--- src/verilog/pcso_pkg.sv ---
// Package with register map, field layout, reset values and selector codes of the pad block.
package pcso_pkg;

    // Bus and pad widths.
    localparam int APB_AW = 12;
    localparam int APB_DW = 32;
    localparam int PAD_NUM = 8;
    localparam int SEL_W = 4;

    // Register indices as printed; the byte address is four times the index.
    localparam logic [7:0] IDX_PAD_OUTPUT_ENABLE = 8'h44;
    localparam logic [7:0] IDX_PAD_OUTPUT_VALUE = 8'h45;
    localparam logic [7:0] IDX_PAD_INPUT_LEVEL = 8'h46;
    localparam logic [7:0] IDX_SIGNAL_OUTPUT_SELECT = 8'h47;
    localparam logic [APB_AW-1:0] ADDR_PAD_OUTPUT_ENABLE = 12'h0110;
    localparam logic [APB_AW-1:0] ADDR_PAD_OUTPUT_VALUE = 12'h0114;
    localparam logic [APB_AW-1:0] ADDR_PAD_INPUT_LEVEL = 12'h0118;
    localparam logic [APB_AW-1:0] ADDR_SIGNAL_OUTPUT_SELECT = 12'h011C;

    // Pad bit positions, shared by enable, value and input-level registers.
    localparam int PAD_SIGNAL_IN = 7;
    localparam int PAD_CLOCK_OUT = 6;
    localparam int PAD_IFSEL_1 = 5;
    localparam int PAD_IFSEL_0 = 4;
    localparam int PAD_TCK = 3;
    localparam int PAD_TMS = 2;
    localparam int PAD_TDI = 1;
    localparam int PAD_TDO = 0;
    localparam logic [7:0] SCAN_PAD_MASK = 8'h0F;

    // Signal-output register fields.
    localparam int FAST_PAD_BIT = 7;
    localparam int SEL_LSB = 0;
    localparam logic [7:0] OBSERVE_PIN_RW_MASK = 8'h8F;

    // Reset values.
    localparam logic [7:0] RST_PAD_OUTPUT_ENABLE = 8'h00;
    localparam logic [7:0] RST_PAD_OUTPUT_VALUE = 8'h00;
    localparam logic [7:0] RST_SIGNAL_OUTPUT_SELECT = 8'h00;

    // Observe source selector codes.
    typedef enum logic [SEL_W-1:0] {
        PCSO_SEL_HIZ_0 = 4'h0,
        PCSO_SEL_HIZ_1 = 4'h1,
        PCSO_SEL_LOW = 4'h2,
        PCSO_SEL_HIGH = 4'h3,
        PCSO_SEL_TX_ENV = 4'h4,
        PCSO_SEL_TX_ACT = 4'h5,
        PCSO_SEL_SAM = 4'h6,
        PCSO_SEL_RX_ENV = 4'h7,
        PCSO_SEL_RX_ACT = 4'h8,
        PCSO_SEL_RX_BIT = 4'h9
    } pcso_sel_t;

endpackage
--- src/verilog/pcso_obs_if.sv ---
// Interface carrying the observe selector, its sources and the resolved pin drive.
`timescale 1ns/1ps
`default_nettype none
interface pcso_obs_if;
    logic [3:0] sel;
    logic tx_envelope;
    logic tx_active;
    logic sam_data;
    logic rx_envelope;
    logic rx_active;
    logic rx_bit;
    logic drive;
    logic drive_en;

    // The register side supplies selector and sources and reads back the drive.
    modport regs (
        output sel, tx_envelope, tx_active, sam_data, rx_envelope, rx_active, rx_bit,
        input drive, drive_en
    );
    // The multiplexer resolves what the observe pin shows.
    modport mux (
        input sel, tx_envelope, tx_active, sam_data, rx_envelope, rx_active, rx_bit,
        output drive, drive_en
    );
endinterface
`default_nettype wire

--- src/verilog/pcso_observe_mux.sv ---
// Selector multiplexer that picks what the observe pin shows.
`timescale 1ns/1ps
`default_nettype none
module pcso_observe_mux (
    // Selector, sources and resolved drive.
    pcso_obs_if.mux obs
);
    import pcso_pkg::*;

    // Every code decides both the level and whether the pin is driven at all.
    always_comb begin
        obs.drive = 1'b0;
        obs.drive_en = 1'b1;
        case (obs.sel)
            PCSO_SEL_HIZ_0, PCSO_SEL_HIZ_1: begin
                obs.drive_en = 1'b0;
            end
            PCSO_SEL_LOW: begin
                obs.drive = 1'b0;
            end
            PCSO_SEL_HIGH: begin
                obs.drive = 1'b1;
            end
            PCSO_SEL_TX_ENV: begin
                obs.drive = obs.tx_envelope;
            end
            PCSO_SEL_TX_ACT: begin
                obs.drive = obs.tx_active;
            end
            PCSO_SEL_SAM: begin
                obs.drive = obs.sam_data;
            end
            PCSO_SEL_RX_ENV: begin
                // Only meaningful while receiving type A at the lowest rate.
                obs.drive = obs.rx_envelope;
            end
            PCSO_SEL_RX_ACT: begin
                obs.drive = obs.rx_active;
            end
            PCSO_SEL_RX_BIT: begin
                obs.drive = obs.rx_bit;
            end
            default: begin
                // Unused codes float the pin rather than show anything stray.
                obs.drive_en = 1'b0;
            end
        endcase
    end
endmodule
`default_nettype wire

--- src/verilog/pcso_pad_config.sv ---
// Pad configuration and observe-pin block with its APB register slave.
`timescale 1ns/1ps
`default_nettype none

// Overview of operation
// Enable bits 1 and 0 make the TDI and TDO pads drive their output-value bits.
// With boundary scan active, enables for the four scan pads are ignored.
// Output-value register holds one writable level per pad, signal-in down to TDO.
// Input-level register is read-only and returns each pad's present level.
// Pad-speed bit selects fast switching; cleared means normal speed.
// Selector 0 and 1 float the observe pin, 2 drives low, 3 high.
// Selector 4 shows transmit envelope, 5 shows transmitter active.
// Selector 6 shows the secure module data signal.
// Selector 7 shows receive envelope, meaningful only for type A at 106 kBd.
// Selector 8 shows receiver active, 9 the recovered receive bit.
// Selector sits in bits 3 to 0; bits 6 to 4 are reserved.
// Output-enable register holds one enable per pad, same bit order.
// Clock-out enable switches off the clock function; the value bit drives instead.
// Selector codes A to F float the pin; reserved bits read zero.
// A pad with its enable cleared stays an input, ignoring its value bit; here the clock pad drives the clock function instead.
module pcso_pad_config (
    // Clock and reset.
    input wire logic clk_i,
    input wire logic sys_rst_i,
    // APB slave.
    input wire logic psel_i,
    input wire logic penable_i,
    input wire logic pwrite_i,
    input wire logic [pcso_pkg::APB_AW-1:0] paddr_i,
    input wire logic [pcso_pkg::APB_DW-1:0] pwdata_i,
    input wire logic [3:0] pstrb_i,
    output logic [pcso_pkg::APB_DW-1:0] prdata_o,
    output logic pready_o,
    output logic pslverr_o,
    // Device configuration and internal sources on this clock.
    input wire logic scan_active_i,
    input wire logic clock_func_i,
    input wire logic tx_envelope_i,
    input wire logic tx_active_i,
    input wire logic sam_data_i,
    input wire logic rx_envelope_i,
    input wire logic rx_active_i,
    input wire logic rx_bit_i,
    // Multipurpose pads, bit order signal-in down to TDO.
    input wire logic [pcso_pkg::PAD_NUM-1:0] pad_in_i,
    output logic [pcso_pkg::PAD_NUM-1:0] pad_out_o,
    output logic [pcso_pkg::PAD_NUM-1:0] pad_oe_n_o,
    output logic scan_pads_released_o,
    // Observe pin and pad speed.
    output logic observe_pin_o,
    output logic observe_pin_oe_n_o,
    output logic fast_pad_switching_o
);
    import pcso_pkg::*;

    // Software-visible state.
    logic [7:0] pad_output_enable;
    logic [7:0] pad_output_value;
    logic [7:0] signal_output_select;

    // Synchroniser; logic reads only stage two.
    logic [7:0] pad_sync_1;
    logic [7:0] pad_input_level;

    // Pad decision ahead of its register.
    logic [7:0] next_pad_drive;
    logic [7:0] next_pad_oe_n;

    // Bus decode and read path.
    logic [7:0] wr_data;
    logic [7:0] rd_data;
    logic access_phase;
    logic wr_en;
    logic rd_en;
    logic addr_mapped;
    logic scan_cfg;

    // Observe selector connection to the multiplexer.
    pcso_obs_if obs_bus ();

    // Address match on a mapped word; the low two bits must be zero for an aligned access.
    // No partial decode, so no aliases.
    function automatic logic reg_hit(input logic [APB_AW-1:0] addr,
                                     input logic [APB_AW-1:0] target);
        reg_hit = (addr == target);
    endfunction

    // Applies the byte-lane strobe of lane zero to an 8-bit register.
    // Masked-off bits are stored as zero.
    function automatic logic [7:0] lane_merge(input logic [7:0] old_val,
                                              input logic [7:0] new_val,
                                              input logic strobe,
                                              input logic [7:0] keep_mask);
        if (strobe) begin
            lane_merge = new_val & keep_mask;
        end else begin
            lane_merge = old_val;
        end
    endfunction

    // The slave answers in the first access cycle, so no wait states are inserted.
    assign access_phase = psel_i & penable_i;
    assign pready_o = 1'b1;

    // Write and read strobes; data rides on lane zero.
    assign wr_en = access_phase & pwrite_i;
    assign rd_en = access_phase & ~pwrite_i;
    assign wr_data = pwdata_i[7:0];

    // Decode of the four words; anything else answers with an error.
    always_comb begin
        addr_mapped = reg_hit(paddr_i, ADDR_PAD_OUTPUT_ENABLE) |
                      reg_hit(paddr_i, ADDR_PAD_OUTPUT_VALUE) |
                      reg_hit(paddr_i, ADDR_PAD_INPUT_LEVEL) |
                      reg_hit(paddr_i, ADDR_SIGNAL_OUTPUT_SELECT);
    end

    // Error is flagged only during the access phase, as the bus expects.
    assign pslverr_o = access_phase & ~addr_mapped;

    // Output-enable register, one bit per pad.
    // A cleared lane-zero strobe changes nothing.
    always_ff @(posedge clk_i or posedge sys_rst_i) begin
        if (sys_rst_i) begin
            pad_output_enable <= RST_PAD_OUTPUT_ENABLE;
        end else if (wr_en && reg_hit(paddr_i, ADDR_PAD_OUTPUT_ENABLE)) begin
            pad_output_enable <= lane_merge(pad_output_enable, wr_data, pstrb_i[0],
                                            8'hFF);
        end
    end

    // Output-value register, one level per pad.
    // Released pads keep their value for later.
    always_ff @(posedge clk_i or posedge sys_rst_i) begin
        if (sys_rst_i) begin
            pad_output_value <= RST_PAD_OUTPUT_VALUE;
        end else if (wr_en && reg_hit(paddr_i, ADDR_PAD_OUTPUT_VALUE)) begin
            pad_output_value <= lane_merge(pad_output_value, wr_data, pstrb_i[0],
                                           8'hFF);
        end
    end

    // Signal-output register; reserved bits are never stored so they read zero.
    // One write sets both speed and selector.
    always_ff @(posedge clk_i or posedge sys_rst_i) begin
        if (sys_rst_i) begin
            signal_output_select <= RST_SIGNAL_OUTPUT_SELECT;
        end else if (wr_en && reg_hit(paddr_i, ADDR_SIGNAL_OUTPUT_SELECT)) begin
            signal_output_select <= lane_merge(signal_output_select, wr_data, pstrb_i[0],
                                               OBSERVE_PIN_RW_MASK);
        end
    end

    // Pad levels come from outside the clock domain, so they pass two flip-flops.
    // The price is two cycles of read latency.
    always_ff @(posedge clk_i or posedge sys_rst_i) begin
        if (sys_rst_i) begin
            pad_sync_1 <= 8'h00;
            pad_input_level <= 8'h00;
        end else begin
            pad_sync_1 <= pad_in_i;
            pad_input_level <= pad_sync_1;
        end
    end

    // Scan configuration is a static level from the nonvolatile loader on this clock.
    assign scan_cfg = scan_active_i;

    // Read multiplexer; writes to the input-level word are accepted but change nothing.
    // Unmapped words fall through to zero.
    always_comb begin
        rd_data = 8'h00;
        if (reg_hit(paddr_i, ADDR_PAD_OUTPUT_ENABLE)) begin
            rd_data = pad_output_enable;
        end else if (reg_hit(paddr_i, ADDR_PAD_OUTPUT_VALUE)) begin
            rd_data = pad_output_value;
        end else if (reg_hit(paddr_i, ADDR_PAD_INPUT_LEVEL)) begin
            rd_data = pad_input_level;
        end else if (reg_hit(paddr_i, ADDR_SIGNAL_OUTPUT_SELECT)) begin
            rd_data = signal_output_select & OBSERVE_PIN_RW_MASK;
        end
    end

    // Read data is registered at the access edge so it is stable for the master.
    // Loaded at setup end, held to the next read.
    always_ff @(posedge clk_i or posedge sys_rst_i) begin
        if (sys_rst_i) begin
            prdata_o <= 32'h0000_0000;
        end else if (psel_i && !penable_i && !pwrite_i) begin
            prdata_o <= {24'h00_0000, rd_data};
        end
    end

    // Per-pad drive decision. Each pad drives its value bit only when enabled,
    // otherwise it is released and behaves as a plain input.
    // Clock and scan pads override plain enables.
    always_comb begin
        next_pad_drive = pad_output_value;
        next_pad_oe_n = ~pad_output_enable;

        // Low two scan pads drive their value bits when enabled.
        next_pad_oe_n[PAD_TDI] = ~pad_output_enable[PAD_TDI];
        next_pad_oe_n[PAD_TDO] = ~pad_output_enable[PAD_TDO];

        // The clock pad carries the clock function until its enable takes it over.
        if (!pad_output_enable[PAD_CLOCK_OUT]) begin
            next_pad_drive[PAD_CLOCK_OUT] = clock_func_i;
            next_pad_oe_n[PAD_CLOCK_OUT] = 1'b0;
        end

        // Scan owns its four pads while active; the enables here are then ignored.
        if (scan_cfg) begin
            next_pad_oe_n = next_pad_oe_n | SCAN_PAD_MASK;
            next_pad_drive = next_pad_drive & ~SCAN_PAD_MASK;
        end
    end

    // Pad outputs are registered so no decode glitch reaches a pin. The clock pad
    // therefore shows the clock function delayed by one cycle.
    // Reset releases every pad so nothing fights the board.
    always_ff @(posedge clk_i or posedge sys_rst_i) begin
        if (sys_rst_i) begin
            pad_out_o <= 8'h00;
            pad_oe_n_o <= 8'hFF;
        end else begin
            pad_out_o <= next_pad_drive;
            pad_oe_n_o <= next_pad_oe_n;
        end
    end

    // Tells the scan controller that it may drive its four pads.
    // Trails scan by one cycle, in step with the pads.
    always_ff @(posedge clk_i or posedge sys_rst_i) begin
        if (sys_rst_i) begin
            scan_pads_released_o <= 1'b0;
        end else begin
            scan_pads_released_o <= scan_cfg;
        end
    end

    // Pad speed follows bit 7; faster edges cost peak supply current.
    // Reserved bits 6 to 4 drive nothing.
    always_ff @(posedge clk_i or posedge sys_rst_i) begin
        if (sys_rst_i) begin
            fast_pad_switching_o <= 1'b0;
        end else begin
            fast_pad_switching_o <= signal_output_select[FAST_PAD_BIT];
        end
    end

    // Selector and sources toward the multiplexer.
    // Sources share this clock; no synchroniser.
    assign obs_bus.sel = signal_output_select[SEL_LSB +: SEL_W];
    assign obs_bus.tx_envelope = tx_envelope_i;
    assign obs_bus.tx_active = tx_active_i;
    assign obs_bus.sam_data = sam_data_i;
    assign obs_bus.rx_envelope = rx_envelope_i;
    assign obs_bus.rx_active = rx_active_i;
    assign obs_bus.rx_bit = rx_bit_i;

    // Observe multiplexer.
    pcso_observe_mux u_mux (
        .obs(obs_bus)
    );

    // Observe pin registered; a floating pin also drives its data low.
    // Low data keeps a floating pin quiet inside.
    always_ff @(posedge clk_i or posedge sys_rst_i) begin
        if (sys_rst_i) begin
            observe_pin_o <= 1'b0;
            observe_pin_oe_n_o <= 1'b1;
        end else begin
            observe_pin_o <= obs_bus.drive & obs_bus.drive_en;
            observe_pin_oe_n_o <= ~obs_bus.drive_en;
        end
    end

endmodule
`default_nettype wire

--- config.mk ---
export PLATFORM = sky130hd
export DESIGN_NAME = pcso_pad_config
export DESIGN_NICKNAME = d
export VERILOG_FILES = /design/src/verilog/pcso_pkg.sv /design/src/verilog/pcso_obs_if.sv /design/src/verilog/pcso_observe_mux.sv /design/src/verilog/pcso_pad_config.sv
export SDC_FILE = /design/constraint.sdc
export NUM_CORES = 1
export LEC_CHECK = 0
export BUFFER_PORTS_ARGS = -buffer_cell sky130_fd_sc_hd__buf_2
export CAP_MARGIN = 25
export CORE_MARGIN = 3
export CORE_UTILIZATION = 42
export CTS_CLUSTER_SIZE = 20
export DETAILED_ROUTE_END_ITERATION = 7
export PLACE_DENSITY = 0.84
export RECOVER_POWER = 50
export SETUP_SLACK_MARGIN = 0.02
export SYNTH_ARGS = -nofsm -noshare
export SYNTH_HDL_FRONTEND = slang
export SYNTH_SLANG_ARGS = --single-unit
export TNS_END_PERCENT = 100
--- constraint.sdc ---
create_clock -name clk_i -period 1.8 [get_ports clk_i]
set_input_delay 0.18 -clock clk_i [delete_from_list [all_inputs] [get_ports clk_i]]
set_output_delay 0.18 -clock clk_i [all_outputs]
set_load 0.02 [all_outputs]
### Word level (Yosys, flattened, before mapping)

Index checks and enable logic that the tools add are counted.

| storage, ports and cells | value |
|---|---|
| logic and storage cells | 57 |
| register bits | 65 |

| cells by class | value |
|---|---|
| multiplexer cells | 10 |
| bitwise logic cells | 12 |
| reduce and logical (&&, ||, !) cells | 11 |
| equality and inequality tests | 12 |

Operators by type and width:

| operator | number |
|---|---|
| 12-bit by 9-bit equality test with 1-bit output, second input constant | 4 |
| 8-bit 2-to-1 mux | 4 |
| 4-bit by 3-bit equality test with 1-bit output, second input constant | 4 |
| 4-bit by 2-bit equality test with 1-bit output, second input constant | 2 |
| 4-bit equality test, second input constant | 2 |
| 4-bit 2-to-1 mux | 2 |
| 8-bit NOT | 1 |
| 8-bit OR reduction | 1 |
| 1-bit case mux with 7 select lines | 1 |
| 2-bit AND reduction | 3 |
| 1-bit logical AND | 5 |
| 1-bit bitwise AND | 4 |
| 1-bit NOT | 4 |
| 1-bit 2-to-1 mux | 3 |
| 1-bit OR | 3 |
| 1-bit zero test | 2 |

### Longest topological paths before layout

Gate-level depths: netlist of the first run.

| depth | value |
|---|---|
| depth in word-level cells | 6 |
| gate-level depth with buffers | 5 |
| gate-level depth less buffers | 4 |

### By module

From an unflattened synthesis of the first run, not the netlist that was laid out.

| unflattened totals | value |
|---|---|
| cells, all modules | 190 |
| area, all modules | 2668.8 um2 |

By module, submodules not included:

| module | seq. area each (um2) | area each (um2) | cells an instance | times used |
|---|---|---|---|---|
| pcso_pad_config | 1637.8 | 2588.7 | 179 | 1 |
| pcso_observe_mux | 0.0 | 80.1 | 11 | 1 |

### Worst setup path before layout of the first run

No wires, ideal clock.

| path | value |
|---|---|
| kind | input to register |
| start | input port paddr_i[5] (netlist bit) |
| end | register pad_output_enable[0] |
| arrival time | 1558 ps |
| path buffers | 1 |
| setup slack | 117 ps |
| setup time | 125 ps |
| stages on the path | 5 |
| path through | nor4b_4 -> nand3_2 -> or4_4 -> buf_6 -> mux2_4 |

| between the ends | value |
|---|---|
| cells in the longest elaborated chain, start to end | 3 |

Ends and longest elaborated chain:

| what | line | source |
|---|---|---|
| start, declared | pcso_pad_config.sv:29 | `input wire logic [pcso_pkg::APB_AW-1:0] paddr_i,` |
| 12-bit by 9-bit equality test with 1-bit output | pcso_pad_config.sv:85 | `reg_hit = (addr == target);` |
| 1-bit logical AND | pcso_pad_config.sv:126 | `end else if (wr_en && reg_hit(paddr_i, ADDR_PAD_OUTPUT_ENABLE)) begin` |
| 2-bit AND reduction (no source line) | -- |  |
| end signal, assigned | pcso_pad_config.sv:127 | `pad_output_enable <= lane_merge(pad_output_enable, wr_data, pstrb_i[0],` |
| end, declared | pcso_pad_config.sv:57 | `logic [7:0] pad_output_enable;` |

Every way passes these cells.
A chain may end at the register's enable or synchronous reset.

### Worst setup path in the final report of the first run

| path | value |
|---|---|
| start | input port paddr_i[9] (netlist bit) |
| end | output port pslverr_o |

| between the ends | value |
|---|---|
| cells in the longest elaborated chain, start to end | 6 |
| elaborated cells between the ends (all ways) | 9 |

Ends and longest elaborated chain:

| what | line | source |
|---|---|---|
| 12-bit by 9-bit equality test with 1-bit output | pcso_pad_config.sv:85 |  |
| 1-bit OR | pcso_pad_config.sv:112 | `addr_mapped = reg_hit(paddr_i, ADDR_PAD_OUTPUT_ENABLE) \|` |
| 1-bit OR | pcso_pad_config.sv:113 | `reg_hit(paddr_i, ADDR_PAD_OUTPUT_VALUE) \|` |
| 1-bit OR (*) | pcso_pad_config.sv:114 | `reg_hit(paddr_i, ADDR_PAD_INPUT_LEVEL) \|` |
| 1-bit NOT (*) | pcso_pad_config.sv:119 | `assign pslverr_o = access_phase & ~addr_mapped;` |
| 1-bit bitwise AND (*) | pcso_pad_config.sv:119 |  |
| end, declared | pcso_pad_config.sv:34 | `output logic pslverr_o,` |

Mark *: on every way between the ends. The rest lies on a longest branch, timed or not.

==> results of run 1 <==
==> sequential cells by signal, indices dropped and copies added (netlist names) <==
name / count
pad_oe_n_o: 8
pad_output_enable: 8
prdata_o: 8
observe_pin_o: 1
signal_output_select: 5
fast_pad_switching_o: 1
pad_sync_1: 8
observe_pin_oe_n_o: 1
pad_out_o: 8
pad_output_value: 8
scan_pads_released_o: 1
pad_input_level: 8
==> layout by cell type, fill, tap and decap left out <==
| cell type | n |
|---|---|
| a32oi_1 | 1 |
| xor2_1 | 1 |
| nor3b_1 | 1 |
| mux2i_1 | 9 |
| clkbuf_8 | 10 |
| or4_1 | 1 |
| buf_2 | 68 |
| clkinv_2 | 2 |
| nand3b_1 | 1 |
| bufinv_16 | 1 |
| dfstp_2 | 9 |
| nor4b_4 | 3 |
| clkbuf_1 | 5 |
| nand3_2 | 1 |
| buf_4 | 9 |
| o21ai_0 | 9 |
| nand2b_1 | 5 |
| clkinvlp_4 | 1 |
| a31oi_1 | 3 |
| or4_4 | 1 |
| o2bb2ai_1 | 5 |
| nand2_1 | 10 |
| conb_1 | 26 |
| clkbuf_4 | 1 |
| inv_1 | 4 |
| dfrtp_1 | 56 |
| mux2_4 | 8 |
| mux4_2 | 1 |
| o21a_1 | 5 |
| nor2_1 | 6 |
| mux2_2 | 14 |
| nand4_1 | 2 |
| nor2b_1 | 4 |
| or3b_2 | 1 |
| nor3_1 | 1 |
| and3_1 | 1 |
| dlygate4sd3_1 | 9 |
==> power breakdown <==
part	switching [mW]	internal, mW
combinational	0.134	0.0757
clock	0.515	0.675
sequential	0.00628	1.48
total	0.655	2.24
==> layer usage <==
| layer | track usage | share of wire | vias up |
|---|---|---|---|
| li1 | - | - | 812 |
| met1 | 0.186 | 0.40 | 848 |
| met2 | 0.254 | 0.52 | 61 |
| met3 | 0.0615 | 0.070 | 8 |
| met4 | 0.0561 | 0.012 | 0 |
| met5 | 0 | 0 | - |
==> through the flow <==
stage | total power [mW] | hold slack (ns) | cells
3_5_place_dp | 1.72 | 0.290 | 345
6_report | 2.89 | 0.0716 | 370
2_1_floorplan | 1.67 | 0.211 | 219
4_1_cts | 2.92 | 0.0302 | 370
3_3_place_gp | 1.71 | 0.289 | 345
5_1_grt | 3.01 | 0.0614 | 370
==> how the worst max path moves through the flow <==
stage | endpoint | slack [ns] | cells past startpoint | startpoint
3_5_place_dp | prdata_o[1] | -0.06 | 6 | paddr_i[5]
6_report | pslverr_o | 0.29 | 7 | paddr_i[9]
2_1_floorplan | pad_output_enable[0] | 0.12 | 5 | paddr_i[5]
4_1_cts | pslverr_o | 0.28 | 7 | paddr_i[9]
3_3_place_gp | pad_output_value[4] | -0.01 | 7 | paddr_i[9]
5_1_grt | pslverr_o | 0.23 | 7 | paddr_i[9]
==> final cells by class <==
type                       count  area share
sequential                    65       0.486
multi-input combinational    120       0.271
timing repair buffer          89       0.152
clock buffer                  13      0.0442
tap                           75      0.0278
clock inverter                 3      0.0119
inverter                       5     0.00668
==> timing repair <==
| item | 4_1_cts | 5_1_grt |
|---|---|---|
| hold buffers | 9 | 0 |
| setup endpoints to repair | 0 | 0 |
| hold endpoints to repair | 64 | 0 |
| setup buffers | 0 | 0 |
==> kinds of logic after synthesis <==
kind of cell / Yosys count / share of synthesized area
DFF: 65 / 0.608
and+or+nand+nor: 38 / 0.0981
buffers and inverters: 34 / 0.0855
muxes: 32 / 0.145
AOI/OAI and AO/OA: 23 / 0.0572
other: 2 / 0.00279
xor gates and xnor gates: 1 / 0.00325
==> results.yml, run 1 <==
worst_setup_path:
  r2r_cells: 3
  slowest_delay_ns: 0.30
  path_cells: "buf_2, nor4b_4, nand3_2, buf_4, buf_4, and3_1, buf_2"
  crit_slowest_cell: "nor4b_4"
  worstReg2RegEnd: "observe_pin_o"
  rr_startpoint: "signal_output_select[0]"
  critPathBufInv: 4
  crit_path_end_kind: "primary output"
  critPathTopFamily: "simple AND/OR/NAND/NOR gates"
  r2r_slack_ns: 0.55
  worstSetupPathType: "primary input to primary output"
  worstPathMaxFanout: 4
  worstPathArrival_ns: 1.33
  cp.required_ns: 1.62
  worstSetupStartpointType: "primary input"
pwr:
  power_density_nw_per_um2: 857
  p_leak_nw: 1.71
  peakVddDrop_v: 0.000445
worst_hold_path:
  hp-class: "primary input to flip-flop"
  hold_end: "pad_out_o[6]"
  hold_path.startpoint: "clock_func_i"
  min_path_cells: 2
cells_and_area:
  ff_latch_area_um2: 1640
  antenna_cells: 0
  drive_above_1_share: 0.441
  fin_nets: 359
  final_util: 0.556
  multi_input_area_um2: 915
  fin_area_um2: 3370
  syn_to_final_growth_pct: 25.2
  num-fill-cells: 514
clocking:
  cts_root_buf: "clkbuf_8"
  clock_latency_ns: 0.33
  path_clk_slew_ns: 0.07
  cts_resized: 0
  cts_tree: "done"
  numCtsBuffers: 9
  clk_path_buf_depth: 2
  htree_num_levels: 3
  clock-sinks: 65
detailed_routing:
  drtIter0Drc: 77
  viasPerCell: 4.67
  post_drt_wl_per_cell_um: 14.5
  drc: 0
  drtPass1Iterations: 4
  via_count: 1729
  postRouteAntennaNets: 0
  wl_um: 5350
floorplanning:
  rows: 28
  die-area_um2: 7410
  core-area_um2: 6060
  die_width_um: 86.1
  die_y_um: 86.1
  num_io_pins: 123
  initial_utilization: 0.444
timing:
  tightest_slew_ns: 0.837
  setup_ws_ns: 0.294
  setup_viol: 0
  fin_crit_sh: 0.837
  fin_skew_ns: 0.00719
  fmax_mhz: 664
  slew_headroom: 0.442
  finalHoldViolCount: 0
  slew_violations: 0
  rsz0062_at_grt: "no"
  tns_ns: 0
  min_period_ns: 1.51
placement:
  dp.final_hpwl_um: 3890
  place_ws_ns: -0.0562
  place_area_um2: 3110
  place.port_buffers: 70
  gp_congestion: 0.765
job:
  maxCapViolCount: 0
synth:
  synth-seq-area-share: 0.608
  yosys_register_bits: 65
  async_reset_ff_frac: 1.00
  synth_most_common_cell: "dfrtp_1"
  ys_warn_count: 0
  synth_cell_types: 32
  synth_edf_count: 0
  synth_area_leaders: "dfrtp_1 (52%), dfstp_2 (8.8%), buf_4 (7.0%)"
  yosys.area.top_type_share: 0.520
  ys_top_cells_by_count: "dfrtp_1 (56), buf_4 (25), mux2_2 (14)"
  yosys_most_used_dff: "dfrtp_1"
  synth_area_per_cell_um2: 13.8
  syn_inst: 195
  synth_top_cell_by_area: "dfrtp_1"
  synth_area_um2: 2690
global_routing:
  antenna_found_initial: 0
  grt.total_usage: 0.155
  grt_pass1_vias: 1759
  grt_max_degree: 66
  grt_pass1_wl_um: 8510
  overflow: 0
run_status:
  status: "complete, no violations"
Note: power is estimated with default switching activity, not from simulation.
==> run 2, diff against run 1 <==
Clock period 1.8 ns to 1.2 ns, I/O delays scaled along.
==> results.yml, run 2 (synthesized netlist as in run 1, its figures left out) <==
worst_setup_path:
  worstSetupStartpointType: "primary input"
  crit_path_end_kind: "flip-flop"
  critPathBufInv: 3
  r2r_slack_ns: 0.06
  critPathTopFamily: "simple AND/OR/NAND/NOR gates"
  worstSetupPathType: "primary input to flip-flop"
  cpMostUsedCell: "buf_6"
  rr_startpoint: "signal_output_select[0]"
  worstPathArrival_ns: 1.68
  slowest_delay_ns: 0.34
  path_cells: "buf_6, nor4b_4, nand3_2, buf_6, nor4b_4, buf_6, mux2_4"
  r2r_cells: 3
  cp.required_ns: 1.41
  worstPathMaxFanout: 4
  worstReg2RegEnd: "observe_pin_o"
  crit_slowest_cell: "nor4b_4"
run_status:
  status: "finished with violations"
  violations: "negative setup slack"
cells_and_area:
  layout_commonest_cell: "buf_2"
  fin_nets: 364
  syn_to_final_growth_pct: 28.9
  fin_area_um2: 3470
  antenna_cells: 0
  finalNonFillerCells: 374
  final_cell_mix: "buf_2 (65), dfrtp_1 (56), conb_1 (26)"
  drive_above_1_share: 0.455
floorplanning:
  rows: 28
  die_width_um: 86.1
  die_y_um: 86.1
  core-area_um2: 6060
  die-area_um2: 7410
  initial_utilization: 0.444
  num_io_pins: 123
timing:
  fin_skew_ns: 0.00824
  setup_viol: 26
  slew_violations: 0
  min_period_ns: 1.47
  rsz0062_at_grt: "yes"
  fmax_mhz: 680
  setup_ws_ns: -0.271
  finalHoldViolCount: 0
  tightest_slew_ns: 0.731
  fin_crit_sh: 1.23
  slew_headroom: 0.510
  hold_ws_ns: 0.0178
pwr:
  clockPowerShare: 0.379
  power_density_nw_per_um2: 1200
  p_int_mw: 3.15
  netSwitchingFraction: 0.241
  p_leak_nw: 1.74
  power_frac_comb: 0.083
  peakVddDrop_v: 0.000649
  seqPwrFrac: 0.539
  power_switching_mw: 1.00
  p_total_mw: 4.15
clocking:
  cts_root_buf: "clkbuf_8"
  htree_num_levels: 3
  path_clk_slew_ns: 0.07
  numCtsBuffers: 9
  clock-sinks: 65
  clk_path_buf_depth: 2
  clock_latency_ns: 0.33
  cts_tree: "done"
global_routing:
  grt_pass1_vias: 1705
  grt_max_degree: 27
  antenna_found_initial: 0
  overflow: 0
  grt_pass1_wl_um: 8380
  grt.total_usage: 0.152
detailed_routing:
  post_drt_wl_per_cell_um: 15.2
  drc: 0
  postRouteAntennaNets: 0
  drtPass1Iterations: 4
  wl_um: 5670
  via_count: 1788
  viasPerCell: 4.78
  drtIter0Drc: 115
worst_hold_path:
  hold_path.startpoint: "clock_func_i"
  hold_end: "pad_out_o[6]"
  min_path_cells: 2
  hp-class: "primary input to flip-flop"
placement:
  dp.final_hpwl_um: 4100
  place_inst: 347
  place.port_buffers: 70
  place_area_um2: 3150
  gp_congestion: 0.852
job:
  maxCapViolCount: 0
-- run 2: cell count changes in the layout (fill, tap and decap cells not counted), moves of 2 or more --
| cell | before | now |
|---|---|---|
| mux2_2 | 14 | 6 |
| buf_6 | 0 | 7 |
| mux2_4 | 8 | 16 |
| clkbuf_1 | 5 | 3 |
| buf_2 | 68 | 65 |
-- run 2: how the worst max path moves through the flow --
stage	startpoint	end	depth (start not counted)
after global routing	paddr_i[10]	pad_output_value[7]	7
after detailed placement	paddr_i[9]	pad_output_enable[5]	5
after floorplan	paddr_i[9]	pad_output_enable[0]	5
final	paddr_i[7]	pad_output_value[0]	7
after global placement	paddr_i[9]	pad_output_enable[1]	5
after CTS	paddr_i[10]	pad_output_enable[2]	5
-- run 2: per-layer routing --
layer  part of all wire  vias up  track usage
met5                  0        -            0
met4              0.020        0       0.0719
met3              0.086        8       0.0548
met2               0.49       84        0.244
met1               0.40      876        0.182
li1                   -      820            -
-- run 2: worst register-to-register path, cell delays in order, from the launching register on --
cell and delay (ns):
dfrtp_1 0.37, mux4_2 0.50, nand3b_1 0.08, o21ai_0 0.07
-- run 2: cell type report --
type / count / area, um2
Fill cell: 491 / 2590
Timing Repair Buffer: 94 / 603
Clock buffer: 12 / 145
Sequential cell: 65 / 1640
Clock inverter: 3 / 20.0
Multi-Input combinational cell: 120 / 950
Tap cell: 75 / 93.8
Inverter: 5 / 20.0
-- run 2: power groups by stage --
stage,sequential (mW),combinational (mW),clock [mW]
2_1_floorplan,2.28,0.226,0
3_3_place_gp,2.27,0.308,0
3_5_place_dp,2.28,0.316,0
4_1_cts,2.24,0.348,1.61
5_1_grt,2.24,0.377,1.71
6_report,2.24,0.345,1.57
-- run 2: stage by stage --
stage,setup TNS [ns],utilization,setup slack [ns]
after floorplan,-9.73,-,-0.417
after global placement,-12.16,0.520,-0.574
after detailed placement,-13.27,0.520,-0.620
after CTS,-4.47,0.569,-0.237
after global routing,-8.27,0.572,-0.299
final,-5.74,0.572,-0.271
-- run 2: repair_timing --
action                                  CTS  global route
pin swaps                                 4             4
resized for setup                         4             9
buffers inserted                          1             1
endpoints found under the setup margin   27            27
hold buffers                             10             0
endpoints found under the hold margin    22             0
